--- config.mk ---
export PLATFORM = sky130hd
export DESIGN_NAME = cs_builder
export DESIGN_NICKNAME = d
export VERILOG_FILES = /design/src/rtl/cs_builder_pkg.sv /design/src/rtl/cs_builder.sv
export SDC_FILE = /design/constraint.sdc
export NUM_CORES = 1
export LEC_CHECK = 0
export BUFFER_PORTS_ARGS = -buffer_cell sky130_fd_sc_hd__buf_2
export CORE_MARGIN = 8
export CORE_UTILIZATION = 55
export DETAILED_ROUTE_END_ITERATION = 10
export HOLD_SLACK_MARGIN = 0.02
export PLACE_DENSITY = 0.84
export SLEW_MARGIN = 20
export SYNTH_ARGS = -nofsm -noshare
export SYNTH_HDL_FRONTEND = slang
export SYNTH_SLANG_ARGS = --single-unit
--- constraint.sdc ---
create_clock -name aclk -period 2.6 [get_ports aclk]
set_input_delay 0.13 -clock aclk [delete_from_list [all_inputs] [get_ports aclk]]
set_output_delay 0.13 -clock aclk [all_outputs]
set_load 0.05 [all_outputs]
--- src/rtl/cs_builder_pkg.sv ---
// Constants, field layouts and types for the channel status word builder.
// Assumes a 32-bit AXI4-Lite register bus and one frame strobe per audio frame.
package cs_builder_pkg;

   // Register byte offsets
   localparam logic [3:0] OFF_CTRL     = 4'h0;
   localparam logic [3:0] OFF_CATEGORY = 4'h4;
   localparam logic [3:0] OFF_WORD     = 4'h8;
   localparam logic [3:0] OFF_POS      = 4'hC;

   // Control register field positions
   localparam int CTRL_VALID_BIT = 0;
   localparam int CTRL_NAUD_BIT  = 1;
   localparam int CTRL_COPY_BIT  = 2;
   localparam int CTRL_PREM_BIT  = 3;
   localparam int CTRL_RATE_LSB  = 4;
   localparam int CTRL_ACC_LSB   = 6;

   // Status word field positions
   localparam int CS_NAUD_POS = 1;
   localparam int CS_COPY_POS = 2;
   localparam int CS_PREM_POS = 3;
   localparam int CS_CAT_LSB  = 8;
   localparam int CS_CHAN_LSB = 20;
   localparam int CS_RATE_LSB = 24;
   localparam int CS_ACC_LSB  = 28;

   // Field encodings, bit 0 of each status field constant is the lowest status bit
   localparam logic [3:0] CHAN_LEFT   = 4'h1;
   localparam logic [3:0] CHAN_RIGHT  = 4'h2;
   localparam logic [1:0] RATE_44K1   = 2'h0;
   localparam logic [1:0] RATE_48K    = 2'h1;
   localparam logic [1:0] RATE_32K    = 2'h3;
   localparam logic [3:0] CS_RATE_44K1 = 4'h0;
   localparam logic [3:0] CS_RATE_48K  = 4'h2;
   localparam logic [3:0] CS_RATE_32K  = 4'h3;
   localparam logic [3:0] CS_RATE_NREG = 4'h1;

   // Reset values, block geometry and bus response codes
   localparam logic [7:0]  CATEGORY_RESET = 8'h04;
   localparam logic [7:0]  CTRL_RESET     = 8'h00;
   localparam logic [7:0]  BLOCK_LAST     = 8'hBF;
   localparam logic [7:0]  WORD_BITS      = 8'h20;
   localparam logic [1:0]  RESP_OKAY      = 2'h0;
   localparam logic [1:0]  RESP_SLVERR    = 2'h2;

   // Programmable settings as one carrier
   typedef struct packed {
      logic [1:0] clock_accuracy_field;
      logic [1:0] sample_rate_field;
      logic       preemphasis_flag;
      logic       copyright_free_flag;
      logic       nonaudio_flag;
      logic       invalid_flag;
   } cs_settings_t;

   // Per-frame serial output carrier
   typedef struct packed {
      logic left_bit;
      logic right_bit;
      logic validity;
   } cs_frame_out_t;

endpackage

--- src/rtl/cs_builder.sv ---
// Channel status word builder with an AXI4-Lite register slave.
// Assumes frame_strobe pulses once per frame and block_start rides with the first frame.
// Operation
// - Status bit 8n+k sits in byte n bit k
// - Bit 0 consumer, bits 6-7 mode zero
// - Pre-emphasis sets bit 3 only
// - Source number bits 16-19 always zero
// - Channel field 1000 left, 0100 right
// - Rate field 44.1, 48, 32 kHz encodings
// - Clock accuracy bits 28-29 from setting
// - Bits 30 and above sent as zero
// - Category code passed to bits 8-15 unchanged
// - Rate setting 00, 01, 11 map rates
// - Category resets to broadcast reception pattern
// - Validity flag follows the invalid setting
//
// Local design decisions: the placing of the registers and the AXI4-Lite register port.
`timescale 1ns/1ps
`default_nettype none
module cs_builder
   import cs_builder_pkg::*;
(
   input  wire logic        aclk,
   input  wire logic        aresetn,
   input  wire logic [3:0]  s_axi_awaddr,
   input  wire logic        s_axi_awvalid,
   output logic             s_axi_awready,
   input  wire logic [31:0] s_axi_wdata,
   input  wire logic [3:0]  s_axi_wstrb,
   input  wire logic        s_axi_wvalid,
   output logic             s_axi_wready,
   output logic [1:0]       s_axi_bresp,
   output logic             s_axi_bvalid,
   input  wire logic        s_axi_bready,
   input  wire logic [3:0]  s_axi_araddr,
   input  wire logic        s_axi_arvalid,
   output logic             s_axi_arready,
   output logic [31:0]      s_axi_rdata,
   output logic [1:0]       s_axi_rresp,
   output logic             s_axi_rvalid,
   input  wire logic        s_axi_rready,
   input  wire logic        frame_strobe,
   input  wire logic        block_start,
   output cs_frame_out_t    frame_out
);

   // Builds one subframe's status word from the given settings, latched or pending
   function automatic logic [31:0] build_word(input cs_settings_t s, input logic [7:0] cat,
                                              input logic right);
      logic [31:0] w;
      w = '0;
      w[CS_NAUD_POS] = s.nonaudio_flag;
      w[CS_COPY_POS] = s.copyright_free_flag;
      w[CS_PREM_POS] = s.preemphasis_flag;
      w[CS_CAT_LSB +: 8] = cat;
      w[CS_CHAN_LSB +: 4] = right ? CHAN_RIGHT : CHAN_LEFT;
      unique case (s.sample_rate_field)
         RATE_44K1: w[CS_RATE_LSB +: 4] = CS_RATE_44K1;
         RATE_48K:  w[CS_RATE_LSB +: 4] = CS_RATE_48K;
         RATE_32K:  w[CS_RATE_LSB +: 4] = CS_RATE_32K;
         default:   w[CS_RATE_LSB +: 4] = CS_RATE_NREG;
      endcase
      w[CS_ACC_LSB]     = s.clock_accuracy_field[1];
      w[CS_ACC_LSB + 1] = s.clock_accuracy_field[0];
      return w;
   endfunction

   // Address decode shared by read and write
   function automatic logic mapped(input logic [3:0] a, input logic wr);
      return (a == OFF_CTRL) || (a == OFF_CATEGORY) || (!wr && (a == OFF_WORD))
             || (!wr && (a == OFF_POS));
   endfunction

   cs_settings_t  ctrl_q, ctrl_d;
   logic [7:0]    cat_q, cat_d;
   cs_settings_t  live_q, live_d;
   logic [7:0]    live_cat_q, live_cat_d;
   logic [7:0]    pos_q, pos_d;
   cs_frame_out_t out_q, out_d;
   logic          bvalid_q, bvalid_d;
   logic [1:0]    bresp_q, bresp_d;
   logic          rvalid_q, rvalid_d;
   logic [1:0]    rresp_q, rresp_d;
   logic [31:0]   rdata_q, rdata_d;
   logic          wr_go, rd_go;
   logic [31:0]   word_l, word_r, word_nl, word_nr;

   // Handshakes: write address and data taken together, one of each outstanding
   assign wr_go         = s_axi_awvalid && s_axi_wvalid && !bvalid_q;
   assign rd_go         = s_axi_arvalid && !rvalid_q;
   assign s_axi_awready = wr_go;
   assign s_axi_wready  = wr_go;
   assign s_axi_arready = rd_go;
   assign s_axi_bvalid  = bvalid_q;
   assign s_axi_bresp   = bresp_q;
   assign s_axi_rvalid  = rvalid_q;
   assign s_axi_rresp   = rresp_q;
   assign s_axi_rdata   = rdata_q;
   assign frame_out     = out_q;
   assign word_l        = build_word(live_q, live_cat_q, 1'b0);
   assign word_r        = build_word(live_q, live_cat_q, 1'b1);
   assign word_nl       = build_word(ctrl_q, cat_q, 1'b0);   // Words for the next block
   assign word_nr       = build_word(ctrl_q, cat_q, 1'b1);

   // Register bus next state
   always_comb begin
      ctrl_d   = ctrl_q;
      cat_d    = cat_q;
      bvalid_d = bvalid_q && !s_axi_bready;
      bresp_d  = bresp_q;
      rvalid_d = rvalid_q && !s_axi_rready;
      rresp_d  = rresp_q;
      rdata_d  = rdata_q;
      if (wr_go) begin
         bvalid_d = 1'b1;
         bresp_d  = mapped(s_axi_awaddr, 1'b1) ? RESP_OKAY : RESP_SLVERR;
         if (s_axi_wstrb[0] && s_axi_awaddr == OFF_CTRL) begin
            ctrl_d = cs_settings_t'(s_axi_wdata[7:0]);
         end
         if (s_axi_wstrb[0] && s_axi_awaddr == OFF_CATEGORY) begin
            cat_d = s_axi_wdata[7:0];
         end
      end
      if (rd_go) begin
         rvalid_d = 1'b1;
         rresp_d  = mapped(s_axi_araddr, 1'b0) ? RESP_OKAY : RESP_SLVERR;
         unique case (s_axi_araddr)
            OFF_CTRL:     rdata_d = {24'h000000, ctrl_q};
            OFF_CATEGORY: rdata_d = {24'h000000, cat_q};
            OFF_WORD:     rdata_d = word_l;
            OFF_POS:      rdata_d = {24'h000000, pos_q};
            default:      rdata_d = 32'h00000000;
         endcase
      end
   end

   // Register bus state
   always_ff @(posedge aclk) begin
      if (!aresetn) begin
         ctrl_q   <= cs_settings_t'(CTRL_RESET);
         cat_q    <= CATEGORY_RESET;
         bvalid_q <= 1'b0;
         bresp_q  <= RESP_OKAY;
         rvalid_q <= 1'b0;
         rresp_q  <= RESP_OKAY;
         rdata_q  <= 32'h00000000;
      end else begin
         ctrl_q   <= ctrl_d;
         cat_q    <= cat_d;
         bvalid_q <= bvalid_d;
         bresp_q  <= bresp_d;
         rvalid_q <= rvalid_d;
         rresp_q  <= rresp_d;
         rdata_q  <= rdata_d;
      end
   end

   // Frame sequencing: latch settings at block start, send one bit per frame
   always_comb begin
      live_d     = live_q;
      live_cat_d = live_cat_q;
      pos_d      = pos_q;
      out_d      = out_q;
      if (frame_strobe) begin
         if (block_start) begin
            live_d     = ctrl_q;
            live_cat_d = cat_q;
            pos_d      = 8'h01;
            out_d.left_bit  = word_nl[0];
            out_d.right_bit = word_nr[0];
            out_d.validity  = ctrl_q.invalid_flag;
         end else begin
            pos_d = (pos_q == BLOCK_LAST) ? 8'h00 : pos_q + 8'h01;
            out_d.left_bit  = (pos_q < WORD_BITS) ? word_l[pos_q[4:0]] : 1'b0;
            out_d.right_bit = (pos_q < WORD_BITS) ? word_r[pos_q[4:0]] : 1'b0;
            out_d.validity  = live_q.invalid_flag;
         end
      end
   end

   // Frame sequencing state
   always_ff @(posedge aclk) begin
      if (!aresetn) begin
         live_q     <= cs_settings_t'(CTRL_RESET);
         live_cat_q <= CATEGORY_RESET;
         pos_q      <= 8'h00;
         out_q      <= '0;
      end else begin
         live_q     <= live_d;
         live_cat_q <= live_cat_d;
         pos_q      <= pos_d;
         out_q      <= out_d;
      end
   end
endmodule
`default_nettype wire

# Word-level counts from Yosys, hierarchy flattened
# Index checks and enable logic that the tools add are counted.
# totals
reg_bits	81
out_inout_bits	44
inputBits	53
word_cells	69
# op_classes
eq_ne	7
n_reduce_logical	21
magnitude_cmp	2
n_addsub	1
n_mux	15
# op_table
operator	count
one-hot mux 30 bit (4 select lines)	1
2-to-1 mux 8 bit	2
binary-select mux 1 bit (select 5 bit)	2
adder 8 x 1 -> 8 bit, second input constant	1
equality test 4 x 3 -> 1 bit, second input constant	2
equality test 4 bit, second input constant	2
equality test 8 bit, second input constant	1
logical NOT 4 bit	2
< comparator 8 x 6 -> 1 bit, second input constant	1
logical AND 1 bit	7
< comparator 5 x 6 -> 1 bit, second input constant	1
2-to-1 mux 1 bit	6
one-hot mux 2 bit (3 select lines)	1
AND reduction 2 bit	3
logical NOT 1 bit	4
logical OR 1 bit	4
2-to-1 mux 2 bit	2
2-to-1 mux 3 bit	1
equality test 2 x 1 -> 1 bit, second input constant	1
equality test 2 bit, second input constant	1
logical NOT 2 bit	1

# Depth between registers and ports, before layout
# depth
word_depth	6
mapped_depth	6
ltp_nobuf	5

# Worst setup path before layout
# No wires, ideal clock.
# synth_timing
path_kind	flip-flop to flip-flop
start	reg rvalid_q (netlist: s_axi_rvalid)
end	reg rresp_q[1] (netlist: s_axi_rresp[1])
t_required_ps	2466
stages_incl_launch_ff	6
setup_time_ps	134
setup_slack_ps	716
path_buffers	1
period_less_slack_ps	1884
arrival_time_ps	1750
path_cell_list	dfxtp_1 -> nand2b_1 -> clkbuf_1 -> inv_1 -> o21ai_0 -> nor2_1
# synth_between
elab_chain_len	2
# synth_lines
item	line	rtl
from (decl)	cs_builder.sv:82	logic rvalid_q, rvalid_d;
from (signal assigned)	cs_builder.sv:152	rvalid_q <= rvalid_d;
logical NOT 1 bit	cs_builder.sv:90	assign rd_go = s_axi_arvalid && !rvalid_q;
logical AND 1 bit	cs_builder.sv:90	
named net s_axi_arready	cs_builder.sv:37	output logic s_axi_arready,
to (signal assigned)	cs_builder.sv:153	rresp_q <= rresp_d;
to (decl)	cs_builder.sv:83	logic [1:0] rresp_q, rresp_d;
# The timed path passes the listed nets, and every way through them passes these cells.
# A chain may end at the register's enable or synchronous reset.

# Worst setup path after layout
# layout_timing
start	reg pos_q[0]
end	reg out_q (netlist bit frame_out[2])
# layout_between
elab_chain_len	4
elab_cells_between_ends	5
cone_classes	order compare: 1; mux: 4
# layout_lines
item	line	rtl
from (decl)	cs_builder.sv:78	logic [7:0] pos_q, pos_d;
from (signal assigned)	cs_builder.sv:191	pos_q <= pos_d;
binary-select mux 1 bit (select 5 bit)	cs_builder.sv:174	out_d.left_bit = (pos_q < WORD_BITS) ? word_l[pos_q[4:0]] : 1'b0;
2-to-1 mux 1 bit (not written as such)	cs_builder.sv:174	
2-to-1 mux 1 bit (*)	cs_builder.sv:174	
2-to-1 mux 3 bit (*)	cs_builder.sv:165	if (block_start) begin
to (signal assigned)	cs_builder.sv:192	out_q <= out_d;
to (decl)	cs_builder.sv:79	cs_frame_out_t out_q, out_d;
# Every way passes the cells marked *; elsewhere a longest branch is shown, timed or not. The select of a mux whose other input is x is not followed.

==> flow_summary.yaml <==
power:
  power.density_nw_per_um2: 630
  finalPower_mw: 2.27
  vdd_ir_drop_max_uv: 370
  power.leakage_nw: 1.50
die:
  core_area_um2: 5510
  chipHeight_um: 91.4
  die_x_um: 91.4
  start_util_pct: 56.8
  boundaryPins: 97
  rows: 27
  dieArea_um2: 8360
critical_path:
  rr_startpoint: "pos_q[0]$_SDFFE_PN0P_"
  cp_max_fo: 12
  crit_start: "pos_q[0]$_SDFFE_PN0P_"
  reg2regPathDepth: 4
  arrival_ns: 2.00
  crit_path_end_kind: "flop"
  r2r-end: "frame_out[2]$_SDFFE_PN0P_"
  worst_ep_required_time_ns: 2.82
  startpoint_type: "flop"
  r2r_setup_slack_ns: 0.83
  endpoint: "frame_out[2]$_SDFFE_PN0P_"
  path_class: "flop to flop"
placed_design:
  io_buffers: 56
  hpwl_mm: 5.06
  routabilityCongestion: 0.815
clock_tree:
  root_buffer: "clkbuf_8"
  post_cts_buffers: 0
  cts_tree: "done"
  clock_sinks: 68
  cts_resized: 0
  clk_path_buf_depth: 2
  htreeDepth: 3
  cts_buffers: 9
  clk_pin_slew_ns: 0.07
  clkLatencyLatePin_ns: 0.34
synth:
  synthArstFlopShare_pct: 0
  syn_area_um2: 3130
  synth_edf_count: 0
  yosysWarnings: 0
  ys_seq_area_share_pct: 43.5
  synth_flop_cell: "dfxtp_1"
  ys_types: 43
  syn_inst: 324
  ys_ff_latch: 68
  syn_area_per_cell_um2: 9.65
cells_and_area:
  layout_commonest_cell: "dfxtp_1"
  fin_nets: 426
  diodes: 0
  mostFrequentLayoutCells: "68 x dfxtp_1, 56 x buf_2, 42 x nand2_1"
  drive_above_1_share_pct: 23.5
  nFillCells: 449
  multi_input_area_um2: 1590
  regArea_um2: 1360
  fin_util_pct: 65.5
  syn_to_final_growth_pct: 15.3
routing:
  vias_per_cell: 5.52
  drtPass1Iterations: 4
  wl_per_cell_um: 15.8
  vias: 2469
  drc: 0
  drt_iter0_drc: 167
  ant_nets: 0
  drt-total-wl_mm: 7.07
timing:
  worstMarginPinSlew_ns: 0.612
  whs_ns: 0.0397
  setup_viol: 0
  rsz0062_at_grt: "false"
  slew_viol_final: 0
  hold_violations: 0
  finalClockSkew_ns: 0.00617
  max_freq_mhz: 564
  maxSlewHeadroom_pct: 59.1
  setup-tns-final_ns: 0
  period_needed_ns: 1.77
  fin_crit_sh_pct: 68.2
global_route:
  antenna_found_initial: 0
  grt_pass1_wl_mm: 11.6
  grt_pass1_vias: 2405
  grt_max_degree: 66
  grt_usage_pct: 17.0
  grt-ovfl-total: 0
hold_path:
  hold_path_class: "input pin to flop"
job:
  cap_violations: 0
outcome:
  status: "completed"
-- cells in the mapped netlist (all sizes together) (3+ instances only) --
cell / n / area, µm²
mux2i: 18 / 180
o211a: 3 / 30.0
nor2b: 40 / 250
mux4: 6 / 135
a21boi: 16 / 120
inv: 3 / 11.3
nand2: 42 / 158
a22oi: 21 / 158
dfxtp: 68 / 1360
nand4: 6 / 43.8
mux2: 6 / 67.6
buf: 18 / 134
nor2: 11 / 41.3
clkbuf: 19 / 72.6
a22o: 5 / 43.8
nand3b: 3 / 22.5
ha: 3 / 37.5
o21ai: 4 / 20.0
nand3: 7 / 35.0
-- per-stage QoR --
| step | worst slack, ns | cells | cell area [µm²] |
|---|---|---|---|
| 2_1_floorplan | 0.716 | 336 | 3170 |
| 3_3_place_gp | 0.858 | 430 | 3360 |
| 3_5_place_dp | 0.838 | 430 | 3360 |
| 4_1_cts | 0.804 | 447 | 3610 |
| 5_1_grt | 0.707 | 447 | 3610 |
| 6_report | 0.826 | 447 | 3610 |
-- power by group --
part	total (mW)	internal [mW]	switching (mW)	leakage, nW
Clock	1.00	0.619	0.385	0.116
Sequential	1.07	1.05	0.0137	0.549
Combinational	0.202	0.0591	0.143	0.838
Total	2.27	1.73	0.542	1.50
-- cell type report --
class / count / share of cell area [%]
Clock buffer: 13 / 4.68
Inverter: 3 / 0.312
Tap cell: 72 / 2.50
Clock inverter: 3 / 1.87
Multi-Input combinational cell: 228 / 44.2
Timing Repair Buffer: 60 / 8.67
Sequential cell: 68 / 37.8
-- cells by family (layout without fill, tap and decap cells) --
group	Yosys count	in the layout	share of synthesized area (%)
muxes	30	30	12.2
and+or+nand+nor	124	124	21.8
DFF	68	68	43.5
buffers and inverters	40	79	6.96
xor gates and xnor gates	4	4	1.12
other	1	13	0.120
adders and majority gates	3	3	1.20
AOI/OAI and AO/OA	54	54	13.1
-- metal layers --
metal,track usage (%),wire length (µm),vias up
met2,25.4,3070,98
li1,-,-,1198
met4,8.46,169,0
met1,20.8,3210,1159
met5,0,0,-
met3,6.75,630,14
-- registers in the layout, indices dropped and copies added, names as in the netlist --
name,cells
s_axi_rdata,21
cat_q,8
ctrl_q,8
live_cat_q,8
live_q,8
pos_q,8
frame_out,3
s_axi_bresp,1
s_axi_bvalid,1
s_axi_rresp,1
s_axi_rvalid,1
-- critical path: stages (launching register included) --
cell and delay (ns):
dfxtp_1 0.65, mux4_2 0.58, a21boi_0 0.19, a2111o_1 0.15
nand4_1 0.07
-- repair_timing --
action / CTS / global route
hold buffers: 1 / 0
endpoints found under the hold margin: 1 / 0
endpoints found under the setup margin: 0 / 0
-- how the worst min path moves through the flow --
stage,cells past startpoint,end,start
final,3,s_axi_rvalid$_SDFF_PN0_,s_axi_rready
after global placement,3,cat_q[2]$_SDFFE_PN1P_,s_axi_wdata[2]
after detailed placement,3,cat_q[2]$_SDFFE_PN1P_,s_axi_wdata[2]
after CTS,3,s_axi_rvalid$_SDFF_PN0_,s_axi_rready
after floorplan,2,cat_q[2]$_SDFFE_PN1P_,s_axi_wdata[2]
after global routing,3,s_axi_rvalid$_SDFF_PN0_,s_axi_rready
Note: power is estimated with default switching activity, not from simulation.
